--- src/rtl/ccr_consts.svh ---
// Purpose: offsets, field positions, reset values and timing counts
// Assumes: apb byte addresses are four times the register index
// Notes: definitions only
`ifndef CCR_CONSTS_SVH
`define CCR_CONSTS_SVH
`define CCR_IDX_SRR        8'h00
`define CCR_IDX_CFG        8'h01
`define CCR_IDX_MAC        8'h02
`define CCR_IDX_IRQ_STAT   8'h03
`define CCR_IDX_IRQ_MASK   8'h04
`define CCR_SRR_PLL_BIT    7
`define CCR_SRR_SRST_BIT   0
`define CCR_CFG_PLLRDY_BIT 7
`define CCR_CFG_MASKW_BIT  6
`define CCR_CFG_KEY_BIT    5
`define CCR_CFG_I2C_BIT    2
`define CCR_CFG_SPI_BIT    1
`define CCR_CFG_BUSW_BIT   0
`define CCR_CFG_RESET      8'h48
`define CCR_MAC_RESET      8'h00
`define CCR_MAC_WMASK      8'hf6
`define CCR_SRST_NS        160
`define CCR_PLL_NS         400
`define CCR_CLK_NS         20
`define CCR_SRST_CYC       ((`CCR_SRST_NS + `CCR_CLK_NS - 1) / `CCR_CLK_NS)
`define CCR_PLL_CYC        ((`CCR_PLL_NS + `CCR_CLK_NS - 1) / `CCR_CLK_NS)
`define CCR_IRQ_PLL        0
`define CCR_IRQ_SRST       1
`define CCR_IRQ_WARN       2
`endif

--- src/rtl/ccr_pkg.sv ---
// Purpose: types shared by the configuration register block
// Assumes: nothing beyond the header
// Notes: widths follow the documented 8-bit registers
package ccr_pkg;
	typedef enum logic [1:0] {
		CCR_IDLE = 2'b00,
		CCR_BUSY = 2'b01,
		CCR_DONE = 2'b11
	} ccr_seq_t;
	typedef struct packed {
		logic       i2c_on_key0;
		logic [4:0] key_in_scan;
		logic [4:0] key_out_scan;
		logic       i2c_en;
		logic       spi_en;
		logic [1:0] tft_width;
		logic       tft_off;
	} ccr_pinmux_t;
	typedef struct packed {
		logic [1:0] img_fmt;
		logic       mask_all_hi;
		logic       mask_even_hi;
		logic [1:0] rd_dir;
		logic [1:0] wr_dir;
	} ccr_access_t;
endpackage

--- src/rtl/ccr_regs.sv ---
// Purpose: front configuration registers of a tft controller behind apb
// Assumes: pins from outside are synchronised here; apb is on pclk
// Notes: index n sits at byte address 4*n; unmapped addresses give pslverr
//
// Contract
// - writing one to reset register bit 7 applies staged pll parameters
// - pll reconfigure bit reads back, high until switch-over done
// - writing one to bit 0 starts soft reset; bit self-clears when done
// - soft reset restarts state machines, keeps config, restores the warning flag; pll ready is kept
// - warning flag reads one after a warning occurred, else zero
// - pll ready bit reads one once pll switched successfully
// - bit 6 set masks stall on chip select release; clear keeps stall
// - tft width field picks 24, 18, 16 or none; reset 01b
// - bit 2 i2c, bit 5 keypad; both give key line 0 to i2c
// - bit 1 hands serial flash pins to spi master
// - bus width bit forced zero for serial host or initial display
// - image format 0x direct, 10b mask every high byte, 11b even only
// - read direction field sets scan order, ignored in linear mode
// - write direction field sets write order, ignored in linear mode
`timescale 1ns/1ps
`include "ccr_consts.svh"
module ccr_regs (
	// clock and reset
	input  wire logic          pclk,
	input  wire logic          presetn,
	// apb slave
	input  wire logic          psel,
	input  wire logic          penable,
	input  wire logic          pwrite,
	input  wire logic [11:0]   paddr,
	input  wire logic [31:0]   pwdata,
	output logic      [31:0]   prdata,
	output logic               pready,
	output logic               pslverr,
	// host side pins and status
	input  wire logic          host_cs_n,
	input  wire logic          serial_host_sel,
	input  wire logic          init_display,
	input  wire logic          core_busy,
	input  wire logic          warning_event,
	input  wire logic          canvas_linear,
	output logic               host_wait_n,
	// configuration outputs
	output logic [7:0]         pll_param_stage,
	input  wire logic [7:0]    pll_param_in,
	output logic [7:0]         pll_param_live,
	output logic               soft_reset_active,
	output logic               host_bus_16,
	output ccr_pkg::ccr_pinmux_t pinmux,
	output ccr_pkg::ccr_access_t access_ctl,
	// interrupt
	output logic               irq
);
	// synchronisers
	logic [1:0] cs_s_q, ser_s_q, init_s_q, busy_s_q, warn_s_q, lin_s_q;
	always_ff @(posedge pclk or negedge presetn) begin
		if (!presetn) begin
			cs_s_q   <= 2'h3;
			ser_s_q  <= 2'h0;
			init_s_q <= 2'h0;
			busy_s_q <= 2'h0;
			warn_s_q <= 2'h0;
			lin_s_q  <= 2'h0;
		end else begin
			cs_s_q   <= {cs_s_q[0], host_cs_n};
			ser_s_q  <= {ser_s_q[0], serial_host_sel};
			init_s_q <= {init_s_q[0], init_display};
			busy_s_q <= {busy_s_q[0], core_busy};
			warn_s_q <= {warn_s_q[0], warning_event};
			lin_s_q  <= {lin_s_q[0], canvas_linear};
		end
	end

	// apb decode
	logic       acc, wr, rd;
	logic [9:0] idx;
	logic       mapped;
	assign acc    = psel & penable;
	assign idx    = paddr[11:2];
	assign mapped = (paddr[1:0] == 2'h0) && (idx <= 10'(`CCR_IDX_IRQ_MASK));
	assign wr     = acc & pwrite & mapped;
	assign rd     = acc & ~pwrite & mapped;

	function automatic logic hit(input logic [9:0] i, input logic [7:0] n);
		hit = (i == {2'h0, n});
	endfunction

	logic w_srr, w_cfg, w_mac, w_ist, w_imk;
	assign w_srr = wr & hit(idx, `CCR_IDX_SRR);
	assign w_cfg = wr & hit(idx, `CCR_IDX_CFG);
	assign w_mac = wr & hit(idx, `CCR_IDX_MAC);
	assign w_ist = wr & hit(idx, `CCR_IDX_IRQ_STAT);
	assign w_imk = wr & hit(idx, `CCR_IDX_IRQ_MASK);

	// sequencers
	logic srst_start, srst_busy, srst_done;
	logic pll_start, pll_busy, pll_done;
	// the done cycle is not idle yet: a start there would be lost and the bit stuck
	assign srst_start = w_srr & pwdata[`CCR_SRR_SRST_BIT] & ~srst_busy & ~srst_done;
	assign pll_start  = w_srr & pwdata[`CCR_SRR_PLL_BIT] & ~pll_busy & ~pll_done;

	ccr_seq #(.CYCLES(`CCR_SRST_CYC)) u_srst (
		.pclk    (pclk),
		.presetn (presetn),
		.start   (srst_start),
		.busy    (srst_busy),
		.done    (srst_done)
	);

	ccr_seq #(.CYCLES(`CCR_PLL_CYC)) u_pll (
		.pclk    (pclk),
		.presetn (presetn),
		.start   (pll_start),
		.busy    (pll_busy),
		.done    (pll_done)
	);

	// reset register state
	logic srst_bit_q, pll_bit_q, warn_q, pll_rdy_q;
	always_ff @(posedge pclk or negedge presetn) begin
		if (!presetn) begin
			srst_bit_q <= 1'b0;
		end else if (srst_start) begin
			srst_bit_q <= 1'b1;
		end else if (srst_done) begin
			srst_bit_q <= 1'b0;
		end
	end

	always_ff @(posedge pclk or negedge presetn) begin
		if (!presetn) begin
			pll_bit_q <= 1'b0;
		end else if (pll_start) begin
			pll_bit_q <= 1'b1;
		end else if (pll_done) begin
			pll_bit_q <= 1'b0;
		end
	end

	always_ff @(posedge pclk or negedge presetn) begin
		if (!presetn) begin
			pll_rdy_q <= 1'b0;
		end else if (pll_start) begin
			pll_rdy_q <= 1'b0;
		end else if (pll_done) begin
			pll_rdy_q <= 1'b1;
		end
	end

	// the soft reset restores the flag even if a warning arrives meanwhile
	always_ff @(posedge pclk or negedge presetn) begin
		if (!presetn) begin
			warn_q <= 1'b0;
		end else if (srst_busy) begin
			warn_q <= 1'b0;
		end else if (warn_s_q[1]) begin
			warn_q <= 1'b1;
		end
	end

	// pll parameters only reach the live copy on a reconfigure
	logic [7:0] pll_live_q;
	always_ff @(posedge pclk or negedge presetn) begin
		if (!presetn) begin
			pll_live_q <= 8'h00;
		end else if (pll_done) begin
			pll_live_q <= pll_param_in;
		end
	end
	// staged copy is registered so the pin comes from a flop
	always_ff @(posedge pclk or negedge presetn) begin
		if (!presetn) begin
			pll_param_stage <= 8'h00;
		end else begin
			pll_param_stage <= pll_param_in;
		end
	end
	assign pll_param_live  = pll_live_q;

	// configuration registers survive soft reset
	logic [7:0] cfg_q, mac_q;
	always_ff @(posedge pclk or negedge presetn) begin
		if (!presetn) begin
			cfg_q <= `CCR_CFG_RESET;
		end else if (w_cfg) begin
			cfg_q <= {1'b0, pwdata[6:0]};
		end
	end

	always_ff @(posedge pclk or negedge presetn) begin
		if (!presetn) begin
			mac_q <= `CCR_MAC_RESET;
		end else if (w_mac) begin
			mac_q <= pwdata[7:0] & `CCR_MAC_WMASK;
		end
	end

	// interrupts: set wins over write-one-to-clear
	logic [2:0] ist_q, imk_q, ev;
	assign ev = {warn_s_q[1] & ~warn_q, srst_done, pll_done};
	always_ff @(posedge pclk or negedge presetn) begin
		if (!presetn) begin
			ist_q <= 3'h0;
		end else begin
			ist_q <= (ist_q & ~({3{w_ist}} & pwdata[2:0])) | ev;
		end
	end

	always_ff @(posedge pclk or negedge presetn) begin
		if (!presetn) begin
			imk_q <= 3'h0;
		end else if (w_imk) begin
			imk_q <= pwdata[2:0];
		end
	end

	always_ff @(posedge pclk or negedge presetn) begin
		if (!presetn) begin
			irq <= 1'b0;
		end else begin
			irq <= |(((ist_q & ~({3{w_ist}} & pwdata[2:0])) | ev) & imk_q);
		end
	end

	// derived configuration
	logic bus16_eff;
	assign bus16_eff = cfg_q[`CCR_CFG_BUSW_BIT] & ~ser_s_q[1] & ~init_s_q[1];

	always_ff @(posedge pclk or negedge presetn) begin
		if (!presetn) begin
			host_bus_16       <= 1'b0;
			soft_reset_active <= 1'b0;
			pinmux            <= '0;
			access_ctl        <= '0;
		end else begin
			host_bus_16       <= bus16_eff;
			soft_reset_active <= srst_busy;
			pinmux.i2c_en     <= cfg_q[`CCR_CFG_I2C_BIT];
			pinmux.i2c_on_key0 <= cfg_q[`CCR_CFG_I2C_BIT] & cfg_q[`CCR_CFG_KEY_BIT];
			pinmux.key_in_scan <= cfg_q[`CCR_CFG_KEY_BIT] ?
				{4'hf, ~cfg_q[`CCR_CFG_I2C_BIT]} : 5'h00;
			pinmux.key_out_scan <= cfg_q[`CCR_CFG_KEY_BIT] ?
				{4'hf, ~cfg_q[`CCR_CFG_I2C_BIT]} : 5'h00;
			pinmux.spi_en     <= cfg_q[`CCR_CFG_SPI_BIT];
			pinmux.tft_width  <= cfg_q[4:3];
			pinmux.tft_off    <= (cfg_q[4:3] == 2'h3);
			access_ctl.img_fmt      <= mac_q[7:6];
			access_ctl.mask_all_hi  <= (mac_q[7:6] == 2'h2);
			access_ctl.mask_even_hi <= (mac_q[7:6] == 2'h3);
			access_ctl.rd_dir <= lin_s_q[1] ? 2'h0 : mac_q[5:4];
			access_ctl.wr_dir <= lin_s_q[1] ? 2'h0 : mac_q[2:1];
		end
	end

	// stall: masked on cs release when bit 6 set
	logic busy_any;
	assign busy_any = busy_s_q[1] | srst_busy | pll_busy;
	always_ff @(posedge pclk or negedge presetn) begin
		if (!presetn) begin
			host_wait_n <= 1'b1;
		end else if (cfg_q[`CCR_CFG_MASKW_BIT] && cs_s_q[1]) begin
			host_wait_n <= 1'b1;
		end else begin
			host_wait_n <= ~busy_any;
		end
	end

	// read mux
	function automatic logic [7:0] rd_val(input logic [9:0] i);
		case (i[2:0])
			3'h0: rd_val = {pll_bit_q, 5'h00, warn_q, 1'b0};
			3'h1: rd_val = {pll_rdy_q, cfg_q[6:1], bus16_eff};
			3'h2: rd_val = mac_q;
			3'h3: rd_val = {5'h00, ist_q};
			3'h4: rd_val = {5'h00, imk_q};
			default: rd_val = 8'h00;
		endcase
	endfunction

	always_ff @(posedge pclk or negedge presetn) begin
		if (!presetn) begin
			prdata  <= 32'h0000_0000;
			pready  <= 1'b0;
			pslverr <= 1'b0;
		end else begin
			pready  <= psel & ~penable;
			pslverr <= psel & ~penable & ~mapped;
			prdata  <= (psel & ~penable & ~pwrite & mapped) ? {24'h000000, rd_val(idx)} : 32'h0;
		end
	end

	// assertions
	a_srst_self_clear: assert property (@(posedge pclk) disable iff (!presetn)
		srst_start |=> srst_bit_q [*8] ##[1:4] !srst_bit_q)
		else $error("soft reset bit did not self-clear");
	a_pll_bit_read: assert property (@(posedge pclk) disable iff (!presetn)
		pll_start |=> pll_bit_q ##[1:30] (!pll_bit_q && pll_rdy_q))
		else $error("pll bit did not clear with ready");
	a_pll_live_hold: assert property (@(posedge pclk) disable iff (!presetn)
		!pll_done |=> $stable(pll_live_q))
		else $error("pll live changed without reconfigure");
	a_cfg_kept: assert property (@(posedge pclk) disable iff (!presetn)
		(srst_busy && !w_cfg) |=> $stable(cfg_q))
		else $error("config changed during soft reset");
	a_warn_flag: assert property (@(posedge pclk) disable iff (!presetn)
		(warn_s_q[1] && !srst_busy) |=> warn_q)
		else $error("warning flag not set");
	a_wait_mask: assert property (@(posedge pclk) disable iff (!presetn)
		(cfg_q[6] && cs_s_q[1]) |=> host_wait_n)
		else $error("stall not released on cs release");
	a_wait_busy: assert property (@(posedge pclk) disable iff (!presetn)
		(!cfg_q[6] && busy_any) |=> !host_wait_n)
		else $error("stall not held while busy");
	a_bus_force: assert property (@(posedge pclk) disable iff (!presetn)
		(ser_s_q[1] || init_s_q[1]) |=> !host_bus_16)
		else $error("bus width not forced to 8");
	a_srr_resv: assert property (@(posedge pclk) disable iff (!presetn)
		(psel && !penable && !pwrite && mapped && idx == 10'h000) |=>
		(prdata[6:2] == 5'h00 && prdata[0] == 1'b0))
		else $error("reserved bits read nonzero");
	a_dir_linear: assert property (@(posedge pclk) disable iff (!presetn)
		lin_s_q[1] |=> (access_ctl.wr_dir == 2'h0 && access_ctl.rd_dir == 2'h0))
		else $error("direction not ignored in linear mode");
	a_srst_warn: assert property (@(posedge pclk) disable iff (!presetn)
		srst_busy |=> !warn_q)
		else $error("warning flag not restored by soft reset");
	a_warn_stat: assert property (@(posedge pclk) disable iff (!presetn)
		ev[2] |=> ist_q[2])
		else $error("warning status bit not set");
	a_tft_none: assert property (@(posedge pclk) disable iff (!presetn)
		(cfg_q[4:3] == 2'h3) |=> pinmux.tft_off)
		else $error("tft output not disabled");
	a_i2c_key0: assert property (@(posedge pclk) disable iff (!presetn)
		(cfg_q[2] && cfg_q[5]) |=> (pinmux.i2c_on_key0 && !pinmux.key_in_scan[0]))
		else $error("key line 0 not given to i2c");
	a_bus_pass: assert property (@(posedge pclk) disable iff (!presetn)
		(cfg_q[0] && !ser_s_q[1] && !init_s_q[1]) |=> host_bus_16)
		else $error("bus width not taken from register");
	c_soft_reset: cover property (@(posedge pclk) disable iff (!presetn) srst_done);
	c_pll_switch: cover property (@(posedge pclk) disable iff (!presetn) pll_done);
	c_irq_raise: cover property (@(posedge pclk) disable iff (!presetn) $rose(irq));
	c_wait_stall: cover property (@(posedge pclk) disable iff (!presetn) $fell(host_wait_n));
	c_dir_linear: cover property (@(posedge pclk) disable iff (!presetn)
		lin_s_q[1] && mac_q[2:1] != 2'h0);
endmodule // ccr_regs

--- src/rtl/ccr_seq.sv ---
// Purpose: timed sequencer for soft reset and pll switch-over
// Assumes: start is a one-cycle pulse on pclk
// Notes: done pulses once when the count runs out
`timescale 1ns/1ps
module ccr_seq #(
	parameter int unsigned CYCLES = 8
) (
	// clock and reset
	input  wire logic pclk,
	input  wire logic presetn,
	// control
	input  wire logic start,
	output logic      busy,
	output logic      done
);
	ccr_pkg::ccr_seq_t state_q;
	logic [15:0]       cnt_q;

	always_ff @(posedge pclk or negedge presetn) begin
		if (!presetn) begin
			state_q <= ccr_pkg::CCR_IDLE;
			cnt_q   <= 16'h0000;
		end else begin
			case (state_q)
				ccr_pkg::CCR_IDLE: begin
					if (start) begin
						state_q <= ccr_pkg::CCR_BUSY;
						cnt_q   <= 16'(CYCLES - 1);
					end
				end
				ccr_pkg::CCR_BUSY: begin
					if (cnt_q == 16'h0000) begin
						state_q <= ccr_pkg::CCR_DONE;
					end else begin
						cnt_q <= cnt_q - 16'h0001;
					end
				end
				ccr_pkg::CCR_DONE: state_q <= ccr_pkg::CCR_IDLE;
				default: state_q <= ccr_pkg::CCR_IDLE;
			endcase
		end
	end

	assign busy = (state_q == ccr_pkg::CCR_BUSY);
	assign done = (state_q == ccr_pkg::CCR_DONE);
endmodule // ccr_seq

--- config.mk ---
export PLATFORM = sky130hd
export DESIGN_NAME = ccr_regs
export DESIGN_NICKNAME = d
export VERILOG_FILES = /design/src/rtl/ccr_pkg.sv /design/src/rtl/ccr_regs.sv /design/src/rtl/ccr_seq.sv
export VERILOG_INCLUDE_DIRS = /design/src /design/src/rtl
export SDC_FILE = /design/constraint.sdc
export NUM_CORES = 1
export LEC_CHECK = 0
export BUFFER_PORTS_ARGS = -buffer_cell sky130_fd_sc_hd__buf_2
export CAP_MARGIN = 20
export CORE_MARGIN = 2
export CORE_UTILIZATION = 56
export DETAILED_ROUTE_END_ITERATION = 10
export HOLD_SLACK_MARGIN = 0.06
export PLACE_DENSITY = 0.88
export REMOVE_ABC_BUFFERS = 1
export SYNTH_ARGS = -nofsm -noshare
export SYNTH_HDL_FRONTEND = slang
export SYNTH_SLANG_ARGS = --single-unit
--- constraint.sdc ---
create_clock -name pclk -period 5.75 [get_ports pclk]
set_clock_uncertainty 0.2 [all_clocks]
set_input_delay 0.2875 -clock pclk [delete_from_list [all_inputs] [get_ports pclk]]
set_output_delay 0.2875 -clock pclk [all_outputs]
set_load 0.02 [all_outputs]
==> results.txt, run 1 <==
Number of unique standard cell types used by synthesis - 65
Number of buffers added for setup after CTS - 0
Leading cell types by total area after synthesis - sky130_fd_sc_hd__dfrtp_1, sky130_fd_sc_hd__mux2_2, sky130_fd_sc_hd__buf_4
Count of hold-fix buffers inserted at cts - 31
Adder-cell area share of the yosys netlist - 0.00490
Antenna violations before repair - 0
Total power per unit cell area - 312 nW/µm²
Endpoint required time on the critical path - 5.95 ns
Area Growth Syn to Fin - 26.4%
Total die area - 9900 µm²
Post-CTS resize count - 0
Fin area - 6460 µm²
Clock transition time at the flip-flop clock pins of the worst setup and hold paths - 0.06 ns
Remaining routing DRC violations - 0
Maximum buffer depth of the clock tree - 2
Max-slew headroom at the worst pin - 0.472
Die H - 99.5 µm
Die width - 99.5 µm
Effective utilization at floorplan - 0.583
Post-synthesis xor/xnor area fraction - 0
Max cap viols - 0
Number of iterations in the first detailed-routing pass - 5
Floorplan row count - 34
Cell area after synthesis - 5110 µm²
Number of H-tree branching levels - 4
Number of enable flip-flop cells after synthesis - 0
Total congestion overflow - 0
Worst Path Buf+Inv - 2
Share of the clock period used by the worst path after layout - 0.464
Sequential share of the synthesized area - 0.569
Cell family contributing the most delay on the critical path - simple AND/OR/NAND/NOR gates
Number of DRC violations after detailed-routing iteration 0 - 288
Placed wire-length estimate after detailed placement - 7230 µm
CP max-delay cell - sky130_fd_sc_hd__nor3b_2
Peak ir drop on the vdd network - 0.290 mV
Worst skew pair latency - 0.52 ns
CTS tree - done
Startpoint types - input port
Cell taking the most area after synthesis - sky130_fd_sc_hd__dfrtp_1
Compound-cell area share of the yosys netlist - 0.101
Outcome - complete, no violations
Area of placed instances - 5510 µm²
Endpoint type of the worst setup path - register
Commonest non-fill, non-tap cell in the layout - sky130_fd_sc_hd__dfrtp_1
Via count of the first global-routing pass - 4109
Total via count in the routed design - 4053
Number of instances in the synthesized netlist - 430
Number of top-level pins - 141
Leak Pwr - 2.94 nW
Avg Synthesized Cell Area - 11.9 µm²
GPL Wtd Cong - 0.904
Endpoint arrival time on the critical path - 2.87 ns
Final routed wire length divided by cell count - 19.2 µm
CTS Buf Count - 17
Filler instances - 526
Most used flip-flop cell after synthesis - sky130_fd_sc_hd__dfrtp_1
Fraction of post-synthesis cell area in the top cell type by area - 0.544
Fin crit period - 2.67 ns
Worst min-delay path class - input port to register
Largest fanout on the critical path - 6
Critical path's largest stage delay - 0.65 ns
Highest-count cells in the layout ignoring fill and taps - sky130_fd_sc_hd__dfrtp_1, sky130_fd_sc_hd__buf_2, sky130_fd_sc_hd__dlygate4sd3_1
Final Max Slew Viols - 0
Slew @ Worst Pin - 0.786 ns
Max Fclk - 375 MHz
Via density - 6.00
Core region area - 8760 µm²
Count of final hold-check violations - 0
Pin count of the biggest net entering global routing - 83
Share of cell area taken by muxes after synthesis - 0.0816
RSZ-0062 raised after global routing - no
Cells traversed along the worst timing path - dlygate4sd3_1 -> buf_2 -> nor4_2 -> nand4_2 -> nor3b_2 -> mux2_2
Net count reported at finish - 620
Number of antenna cells inserted - 0
Critical path type - input port to register
Global router's overall resource usage - 0.268
Async set or reset register ratio after synthesis - 1.00
Share of final-layout standard cells stronger than drive strength 1 - 0.312
# setup viols final - 0
Clk root buf - sky130_fd_sc_hd__clkbuf_8
CTS sink cnt - 116
Detailed-route wire length - 13000 µm
Yosys warns - 0
Simple-gate portion of the synthesized area - 0.179
Global-route wire length before repair - 20200 µm
Port buffer count - 92
Count of nets left with antenna violations after detail routing - 0
Synthesized flop and latch total - 116
Combinational family with the most area after synthesis - simple AND/OR/NAND/NOR gates
Final-layout setup total negative slack - 0 ns
## Yosys cell counts (all sizes together), types with 2 or more instances
cell type	count
a21boi	3
a21o	2
a21oi	26
a22oi	5
a31oi	3
and2	6
and4	2
buf	34
clkbuf	8
dfrtp	111
dfstp	5
ha	2
inv	9
mux2	27
mux2i	9
nand2	14
nand2b	2
nand3	11
nand3b	2
nand4	7
nor2	26
nor2b	13
nor3	5
nor3b	5
nor4	8
nor4b	2
o211ai	4
o21ai	17
o31ai	11
or3	12
or3b	2
or4	15
or4b	2
## per-layer routing
metal,GRT usage,wire length [µm]
met5,0,0
met4,0.166,694
met3,0.0611,856
met2,0.463,6820
met1,0.300,4580
## layout make-up
cell class	instances	area, µm²	area share
Clock buffer	18	428	0.0663
Clock inverter	14	176	0.0273
Inverter	9	33.8	0.00523
Sequential cell	116	2910	0.451
Timing Repair Buffer	125	808	0.125
Tap cell	108	135	0.0209
Multi-Input combinational cell	286	1970	0.304
## report_power, final
part	total [mW]	internal [mW]	switching, mW
clock	1.08	0.675	0.401
sequential	0.835	0.829	0.00565
combinational	0.105	0.0393	0.0656
total	2.02	1.54	0.473
## worst reg2reg max path: cells and delay by family, from the launching register on
kind | cells | cell delay, ns
and+or+nand+nor | 3 | 1.76
AOI/OAI and AO/OA | 1 | 0.16
DFF | 1 | 0.48
## kinds of logic after synthesis
| family | Yosys count |
|---|---|
| and+or+nand+nor | 141 |
| adders and majority gates | 2 |
| DFF | 116 |
| other | 1 |
| AOI/OAI and AO/OA | 82 |
| muxes | 37 |
| buffers and inverters | 51 |
## state kept, by name, summed over array words and instances (netlist names), 2 cells and up
register and flops:
u_pll.cnt_q 16, u_srst.cnt_q 16, access_ctl 8, pinmux 8
pll_param_live 8, pll_param_stage 8, prdata 8, cfg_q 7
mac_q 6, imk_q 3, ist_q 3, busy_s_q 2
cs_s_q 2, init_s_q 2, lin_s_q 2, ser_s_q 2
u_pll.state_q 2, u_srst.state_q 2, warn_s_q 2
## through the flow
step / cells / hold slack [ns] / total power [mW] / util / setup WS (ns)
floorplan: 411 / -0.208 / 0.885 / - / 3.61
global placement: 612 / 0.0475 / 0.930 / 0.629 / 3.15
detailed placement: 612 / 0.0524 / 0.932 / 0.629 / 3.07
CTS: 675 / 0.0711 / 2.01 / 0.734 / 3.19
global route: 676 / 0.105 / 2.07 / 0.737 / 2.93
finish: 676 / 0.0772 / 2.02 / 0.737 / 3.08
## worst paths after layout
path	startpoint	endpoint	slack (ns)	cells past startpoint
max	paddr[6]	mac_q[7]$_DFFE_PN0P_	3.08	6
min	paddr[3]	prdata[7]$_DFF_PN0_	0.08	4
max reg2reg	u_srst.state_q[0]$_DFFE_PN0P_	u_srst.cnt_q[15]$_DFFE_PN0P_	3.10	4
min reg2reg	lin_s_q[0]$_DFF_PN0_	lin_s_q[1]$_DFF_PN0_	0.15	0
max in group asynchronous	presetn	host_wait_n$_DFF_PN1_	3.76	5
min in group asynchronous	presetn	pinmux[15]$_DFF_PN0_	0.57	3
Power figures use the tool's default switching activity.
==> run 2, diff against run 1 <==
--- a/config.mk
+++ b/config.mk
@@ -9,10 +9,10 @@
 export BUFFER_PORTS_ARGS = -buffer_cell sky130_fd_sc_hd__buf_2
 export CAP_MARGIN = 20
 export CORE_MARGIN = 2
-export CORE_UTILIZATION = 56
+export CORE_UTILIZATION = 47
 export DETAILED_ROUTE_END_ITERATION = 10
 export HOLD_SLACK_MARGIN = 0.06
-export PLACE_DENSITY = 0.88
+export PLACE_DENSITY = 0.79
 export REMOVE_ABC_BUFFERS = 1
 export SYNTH_ARGS = -nofsm -noshare
 export SYNTH_HDL_FRONTEND = slang
==> constraint.sdc (replaced) <==
create_clock -name pclk -period 2.2 [get_ports pclk]
set_clock_uncertainty 0.2 [all_clocks]
set_input_delay 0.11 -clock pclk [delete_from_list [all_inputs] [get_ports pclk]]
set_output_delay 0.11 -clock pclk [all_outputs]
set_load 0.02 [all_outputs]
==> results.txt, run 2 (same netlist as run 1, synthesis figures left out) <==
CTS tree - done
Cell family contributing the most delay on the critical path - simple AND/OR/NAND/NOR gates
Total die area - 11700 µm² (+18%)
# setup viols final - 1 (+1)
Via density - 5.41 (-9.8%)
Slew @ Worst Pin - 0.619 ns (-0.167 ns)
Remaining routing DRC violations - 0 (unchanged)
Count of final hold-check violations - 0 (unchanged)
Startpoint types - register
Floorplan row count - 38 (+12%)
Number of DRC violations after detailed-routing iteration 0 - 250 (-13%)
Number of iterations in the first detailed-routing pass - 5 (unchanged)
Detailed-route wire length - 13100 µm (+0.88%)
Commonest non-fill, non-tap cell in the layout - sky130_fd_sc_hd__dfrtp_1
Max-slew headroom at the worst pin - 0.584 (+0.111)
Amount of wire on met3 after detailed routing - 847 µm (-1.1%)
Number of antenna cells inserted - 0 (unchanged)
Via count of the first global-routing pass - 4178 (+1.7%)
Critical path's largest stage delay - 0.61 ns (-0.04 ns)
Highest-count cells in the layout ignoring fill and taps - sky130_fd_sc_hd__dfrtp_1, sky130_fd_sc_hd__buf_2, sky130_fd_sc_hd__dlygate4sd3_1
Final Worst Setup Slack - -0.00364 ns (-3.09 ns)
Total congestion overflow - 0 (unchanged)
Area of placed instances - 5790 µm² (+5.0%)
Leak Pwr - 3.21 nW (+9.3%)
RSZ-0062 raised after global routing - yes
Final routed wire length divided by cell count - 17.0 µm (-11%)
Largest fanout on the critical path - 5 (-1)
Filler instances - 760 (+44%)
Area Growth Syn to Fin - 37.5%
Effective utilization at floorplan - 0.478 (-0.105)
Sequential cell area - 2910 µm² (unchanged)
Net count reported at finish - 679 (+9.5%)
Share of final-layout standard cells stronger than drive strength 1 - 0.340 (+0.0281)
Core region area - 10700 µm² (+22%)
Die H - 108 µm (+8.8%)
Die width - 108 µm (+8.8%)
Top Registers - u_pll.cnt_q x16, u_srst.cnt_q x16
Critical path type - register to register
Fin crit period - 2.20 ns
GPL Wtd Cong - 0.846 (-6.5%)
Global router's overall resource usage - 0.233 (-0.0348)
Maximum buffer depth of the clock tree - 2 (unchanged)
Switching share of power - 0.242 (+0.00742)
Violations in the final reports - setup timing
Final cell count without fillers - 767 (+13%)
Worst Path Buf+Inv - 0 (-2)
Count of nets left with antenna violations after detail routing - 0 (unchanged)
Max Fclk - 454 MHz
Outcome - finished, violations left
Endpoint required time on the critical path - 2.44 ns (-3.51 ns)
Number of H-tree branching levels - 4 (unchanged)
Worst Setup Slack post-DPL - -0.0319 ns (-3.10 ns)
Worst min-delay path class - input port to register
CP max-delay cell - sky130_fd_sc_hd__or4_4
Switching power of the nets - 1.26 mW (+170%)
Wire length on met1 - 5170 µm (+13%)
Share of total power in the clock network - 0.519 (-0.015)
Utilization after layout - 0.657 (-0.0799)
Max cap viols - 0 (unchanged)
Peak ir drop on the vdd network - 0.434 mV (+50%)
Placed wire-length estimate after detailed placement - 7970 µm (+10%)
Multi-input combinational cell area - 1990 µm² (+1.4%)
Share of the clock period used by the worst path after layout - 1.00
Highest metal layer with signal wires - met4
Global-route wire length before repair - 20800 µm (+2.8%)
CTS Buf Count - 17 (unchanged)
Clk root buf - sky130_fd_sc_hd__clkbuf_8
Antenna violations before repair - 0 (unchanged)
Overall power of the completed layout - 5.21 mW (+160%)
Final Max Slew Viols - 0 (unchanged)
Total power per unit cell area - 741 nW/µm² (+140%)
Worst skew pair latency - 0.52 ns (about the same)
Endpoint arrival time on the critical path - 2.45 ns (-0.42 ns)
Total via count in the routed design - 4149 (+2.4%)
Port buffer count - 92 (unchanged)
Logic pwr share - 0.063 (+0.011)
Cells traversed along the worst timing path - or4_4 -> or4_4 -> o21ai_4 -> mux2i_1
Internal Dissipation - 3.95 mW (+160%)
Clock transition time at the flip-flop clock pins of the worst setup and hold paths - 0.06 ns (about the same)
CTS sink cnt - 116 (unchanged)
Sequential group share of total power - 0.419 (+0.005)
Total length of routed met2 wires - 6760 µm (-0.87%)
Endpoint type of the worst setup path - register
Number of cells in the design after placement - 674 (+10%)
Most Frequent Cell on Critical Path - sky130_fd_sc_hd__or4_4
Pin count of the biggest net entering global routing - 64 (-23%)
Fin area - 7030 µm² (+8.8%)
Number of top-level pins - 141 (unchanged)
run 2: changes by cell type in the layout (fill, tap and decap cells not counted), sizes merged:
cell | previous run | this run
buf | 94 | 126
bufinv | 3 | 2
clkbuf | 18 | 17
clkinvlp | 5 | 3
dlygate4sd3 | 31 | 58
inv | 12 | 16
run 2: metrics by stage:
step | setup TNS, ns | hold WS (ns)
after floorplan | 0 | -0.386
after global placement | 0 | -0.165
after detailed placement | -0.0319 | -0.161
after CTS | 0 | 0.0811
after global routing | -0.117 | 0.129
final | -0.00364 | 0.117
run 2: layout make-up:
type / instances / share of cell area
flip-flops and latches: 116 / 0.414
repair buffers: 184 / 0.189
clock buffers: 17 / 0.0589
inverters: 9 / 0.00481
clock inverters: 15 / 0.0242
well taps: 140 / 0.0249
multi-input cells: 286 / 0.284
run 2: per-layer routing:
layer,vias up,GRT usage
li1,1903,-
met1,2028,0.275
met2,187,0.396
met3,31,0.0579
met4,0,0.115
met5,-,0
run 2: power by group through the flow:
stage	registers (mW)	clock network, mW	logic, mW
2_1_floorplan	2.24	0	0.0749
3_3_place_gp	2.22	0	0.228
3_5_place_dp	2.22	0	0.234
4_1_cts	2.18	2.74	0.311
5_1_grt	2.18	2.87	0.354
6_report	2.18	2.70	0.326
run 2: path summary, 6_finish.rpt:
check,endpoint,cells after the start,start,slack [ns]
min in group asynchronous,access_ctl[1]$_DFF_PN0_,3,presetn,0.42
max reg2reg,u_pll.cnt_q[3]$_DFFE_PN0P_,4,u_pll.cnt_q[7]$_DFFE_PN0P_,-0.004
min,ist_q[2]$_DFF_PN0_,5,paddr[11],0.12
max,u_pll.cnt_q[3]$_DFFE_PN0P_,4,u_pll.cnt_q[7]$_DFFE_PN0P_,-0.004
max in group asynchronous,cs_s_q[0]$_DFF_PN1_,4,presetn,0.86
min reg2reg,warn_s_q[1]$_DFF_PN0_,0,warn_s_q[0]$_DFF_PN0_,0.15
run 2: worst min-delay path, stage by stage:
cell,delay (ns)
sky130_fd_sc_hd__buf_2,0.09
sky130_fd_sc_hd__nor3_1,0.04
sky130_fd_sc_hd__buf_4,0.14
sky130_fd_sc_hd__and4_1,0.23
sky130_fd_sc_hd__o21bai_1,0.19
run 2: timing repair:
action	CTS	global route
cloned	0	0
endpoints found under the hold margin	182	0
resized for setup	1	5
pin swaps	1	2
setup endpoints to repair	1	14
buffers inserted	0	2
hold buffers	58	0
==> run 3, diff against run 2 <==
--- a/config.mk
+++ b/config.mk
@@ -14,6 +14,7 @@
 export HOLD_SLACK_MARGIN = 0.06
 export PLACE_DENSITY = 0.79
 export REMOVE_ABC_BUFFERS = 1
+export SETUP_SLACK_MARGIN = 0.02
 export SYNTH_ARGS = -nofsm -noshare
 export SYNTH_HDL_FRONTEND = slang
 export SYNTH_SLANG_ARGS = --single-unit
==> results.txt, run 3 (same netlist as run 1, synthesis figures left out) <==
Maximum buffer depth of the clock tree - 2 (unchanged)
Global-route wire length before repair - 20800 µm (+0.17%)
Floorplan row count - 38 (unchanged)
Max Fclk - 460 MHz (+1.4%)
Clk root buf - sky130_fd_sc_hd__clkbuf_8
GPL Wtd Cong - 0.846 (unchanged)
Final-layout setup total negative slack - 0 ns (+0.00364 ns)
Worst skew pair latency - 0.52 ns (about the same)
Endpoint type of the worst setup path - register
Via count of the first global-routing pass - 4182 (+0.096%)
# setup viols final - 0 (-1)
Clock transition time at the flip-flop clock pins of the worst setup and hold paths - 0.06 ns (about the same)
Worst min-delay path class - input port to register
CTS sink cnt - 116 (unchanged)
Total congestion overflow - 0 (unchanged)
Max-slew headroom at the worst pin - 0.578 (-0.00592)
Highest-count cells in the layout ignoring fill and taps - sky130_fd_sc_hd__dfrtp_1, sky130_fd_sc_hd__buf_2, sky130_fd_sc_hd__dlygate4sd3_1
Fin area - 7060 µm² (+0.53%)
Top Registers - u_pll.cnt_q x16, u_srst.cnt_q x16
FF-to-FF Start - u_pll.cnt_q[5]$_DFFE_PN0P_
Utilization after layout - 0.660 (+0.00351)
Share of the clock period used by the worst path after layout - 0.988 (-0.0137)
Hold path depth - 6 (+1)
Leak Pwr - 3.23 nW (+0.50%)
Number of iterations in the first detailed-routing pass - 4 (-1)
Slew @ Worst Pin - 0.628 ns (+0.00880 ns)
Remaining routing DRC violations - 0 (unchanged)
Via density - 5.41 (about the same)
Number of top-level pins - 141 (unchanged)
Port buffer count - 92 (unchanged)
Commonest non-fill, non-tap cell in the layout - sky130_fd_sc_hd__dfrtp_1
Number of DRC violations after detailed-routing iteration 0 - 239 (-4.4%)
Worst flop-to-flop path endpoint - u_pll.cnt_q[3]$_DFFE_PN0P_
Worst R2R Path Depth - 4 (unchanged)
Worst Hold Path EP - cfg_q[0]$_DFFE_PN0P_
Endpoint required time on the critical path - 2.44 ns (about the same)
Outcome - complete, no violations
Count of final hold-check violations - 0 (unchanged)
Detailed-route wire length - 13100 µm (unchanged)
Number of cells in the design after placement - 674 (unchanged)
CTS Buf Count - 17 (unchanged)
Share of final-layout standard cells stronger than drive strength 1 - 0.347 (+0.00687)
Peak ir drop on the vdd network - 0.434 mV (-0.14%)
Critical path type - register to register
Final cell count without fillers - 769 (+0.26%)
Max cap viols - 0 (unchanged)
Antenna violations before repair - 0 (unchanged)
Setup slack of the most critical reg-to-reg path - 0.03 ns (+0.03 ns)
Net count reported at finish - 681 (+0.29%)
RSZ-0062 raised after global routing - yes
Final Max Slew Viols - 0 (unchanged)
Hold path startpoint - paddr[11]
Endpoint arrival time on the critical path - 2.41 ns (-0.04 ns)
Die H - 108 µm (unchanged)
Largest fanout on the critical path - 5 (unchanged)
Worst Setup Slack post-DPL - -0.0319 ns (unchanged)
Die width - 108 µm (unchanged)
Startpoint types - register
Overall power of the completed layout - 5.21 mW (about the same)
Number of H-tree branching levels - 4 (unchanged)
Number of antenna cells inserted - 0 (unchanged)
Effective utilization at floorplan - 0.478 (unchanged)
Core region area - 10700 µm² (unchanged)
Area of placed instances - 5790 µm² (unchanged)
Total die area - 11700 µm² (unchanged)
Pin count of the biggest net entering global routing - 64 (unchanged)
Count of nets left with antenna violations after detail routing - 0 (unchanged)
Area Growth Syn to Fin - 38.3%
Worst hold slack after final layout - 0.109 ns (-0.00810 ns)
Global router's overall resource usage - 0.233 (+0.000259)
Total via count in the routed design - 4159 (+0.24%)
Final routed wire length divided by cell count - 17.0 µm (-0.26%)
Total power per unit cell area - 737 nW/µm² (-0.47%)
Final Worst Setup Slack - 0.0266 ns (+0.0302 ns)
Fin crit period - 2.17 ns (-0.0302 ns)
CTS tree - done
Placed wire-length estimate after detailed placement - 7970 µm (unchanged)
[run 3: cell type report]
| class | count | area [µm²] |
|---|---|---|
| Clock buffer | 17 | 414 |
| Clock inverter | 15 | 170 |
| Fill cell | 754 | 3630 |
| Inverter | 9 | 33.8 |
| Multi-Input combinational cell | 286 | 2020 |
| Sequential cell | 116 | 2910 |
| Tap cell | 140 | 175 |
| Timing Repair Buffer | 186 | 1350 |
[run 3: layer usage]
layer | routed length (µm) | track usage | part of all wire
met3 | 743 | 0.0579 | 0.057
met4 | 272 | 0.115 | 0.021
met2 | 6840 | 0.397 | 0.52
met1 | 5210 | 0.275 | 0.40
met5 | 0 | 0 | 0
[run 3: how the worst max path moves through the flow]
stage,startpoint,end,depth (start not counted)
floorplan,u_pll.cnt_q[0]$_DFFE_PN0P_,u_pll.cnt_q[3]$_DFFE_PN0P_,6
global placement,u_pll.cnt_q[0]$_DFFE_PN0P_,u_pll.cnt_q[3]$_DFFE_PN0P_,6
detailed placement,u_pll.cnt_q[0]$_DFFE_PN0P_,u_pll.cnt_q[3]$_DFFE_PN0P_,6
CTS,u_pll.cnt_q[7]$_DFFE_PN0P_,u_pll.cnt_q[3]$_DFFE_PN0P_,4
global route,u_pll.cnt_q[7]$_DFFE_PN0P_,u_pll.cnt_q[15]$_DFFE_PN0P_,6
finish,u_pll.cnt_q[5]$_DFFE_PN0P_,u_pll.cnt_q[3]$_DFFE_PN0P_,4
[run 3: timing repair]
item,4_1_cts,5_1_grt
hold buffers,58,0
gates resized for setup,1,10
hold endpoints to repair,182,0
buffers inserted,2,2
pin swaps,1,2
setup endpoints to repair,2,22
[run 3: power breakdown]
part	leakage (nW)	switching, mW	internal, mW
Clock	0.277	1.06	1.64
Sequential	1.37	0.0138	2.17
Combinational	1.58	0.187	0.142
[run 3: critical path: stages, from the launching register on]
cell	delay, ns
sky130_fd_sc_hd__dfrtp_1	0.41
sky130_fd_sc_hd__or4_4	0.59
sky130_fd_sc_hd__or4_4	0.54
sky130_fd_sc_hd__o21ai_4	0.15
sky130_fd_sc_hd__mux2i_1	0.20
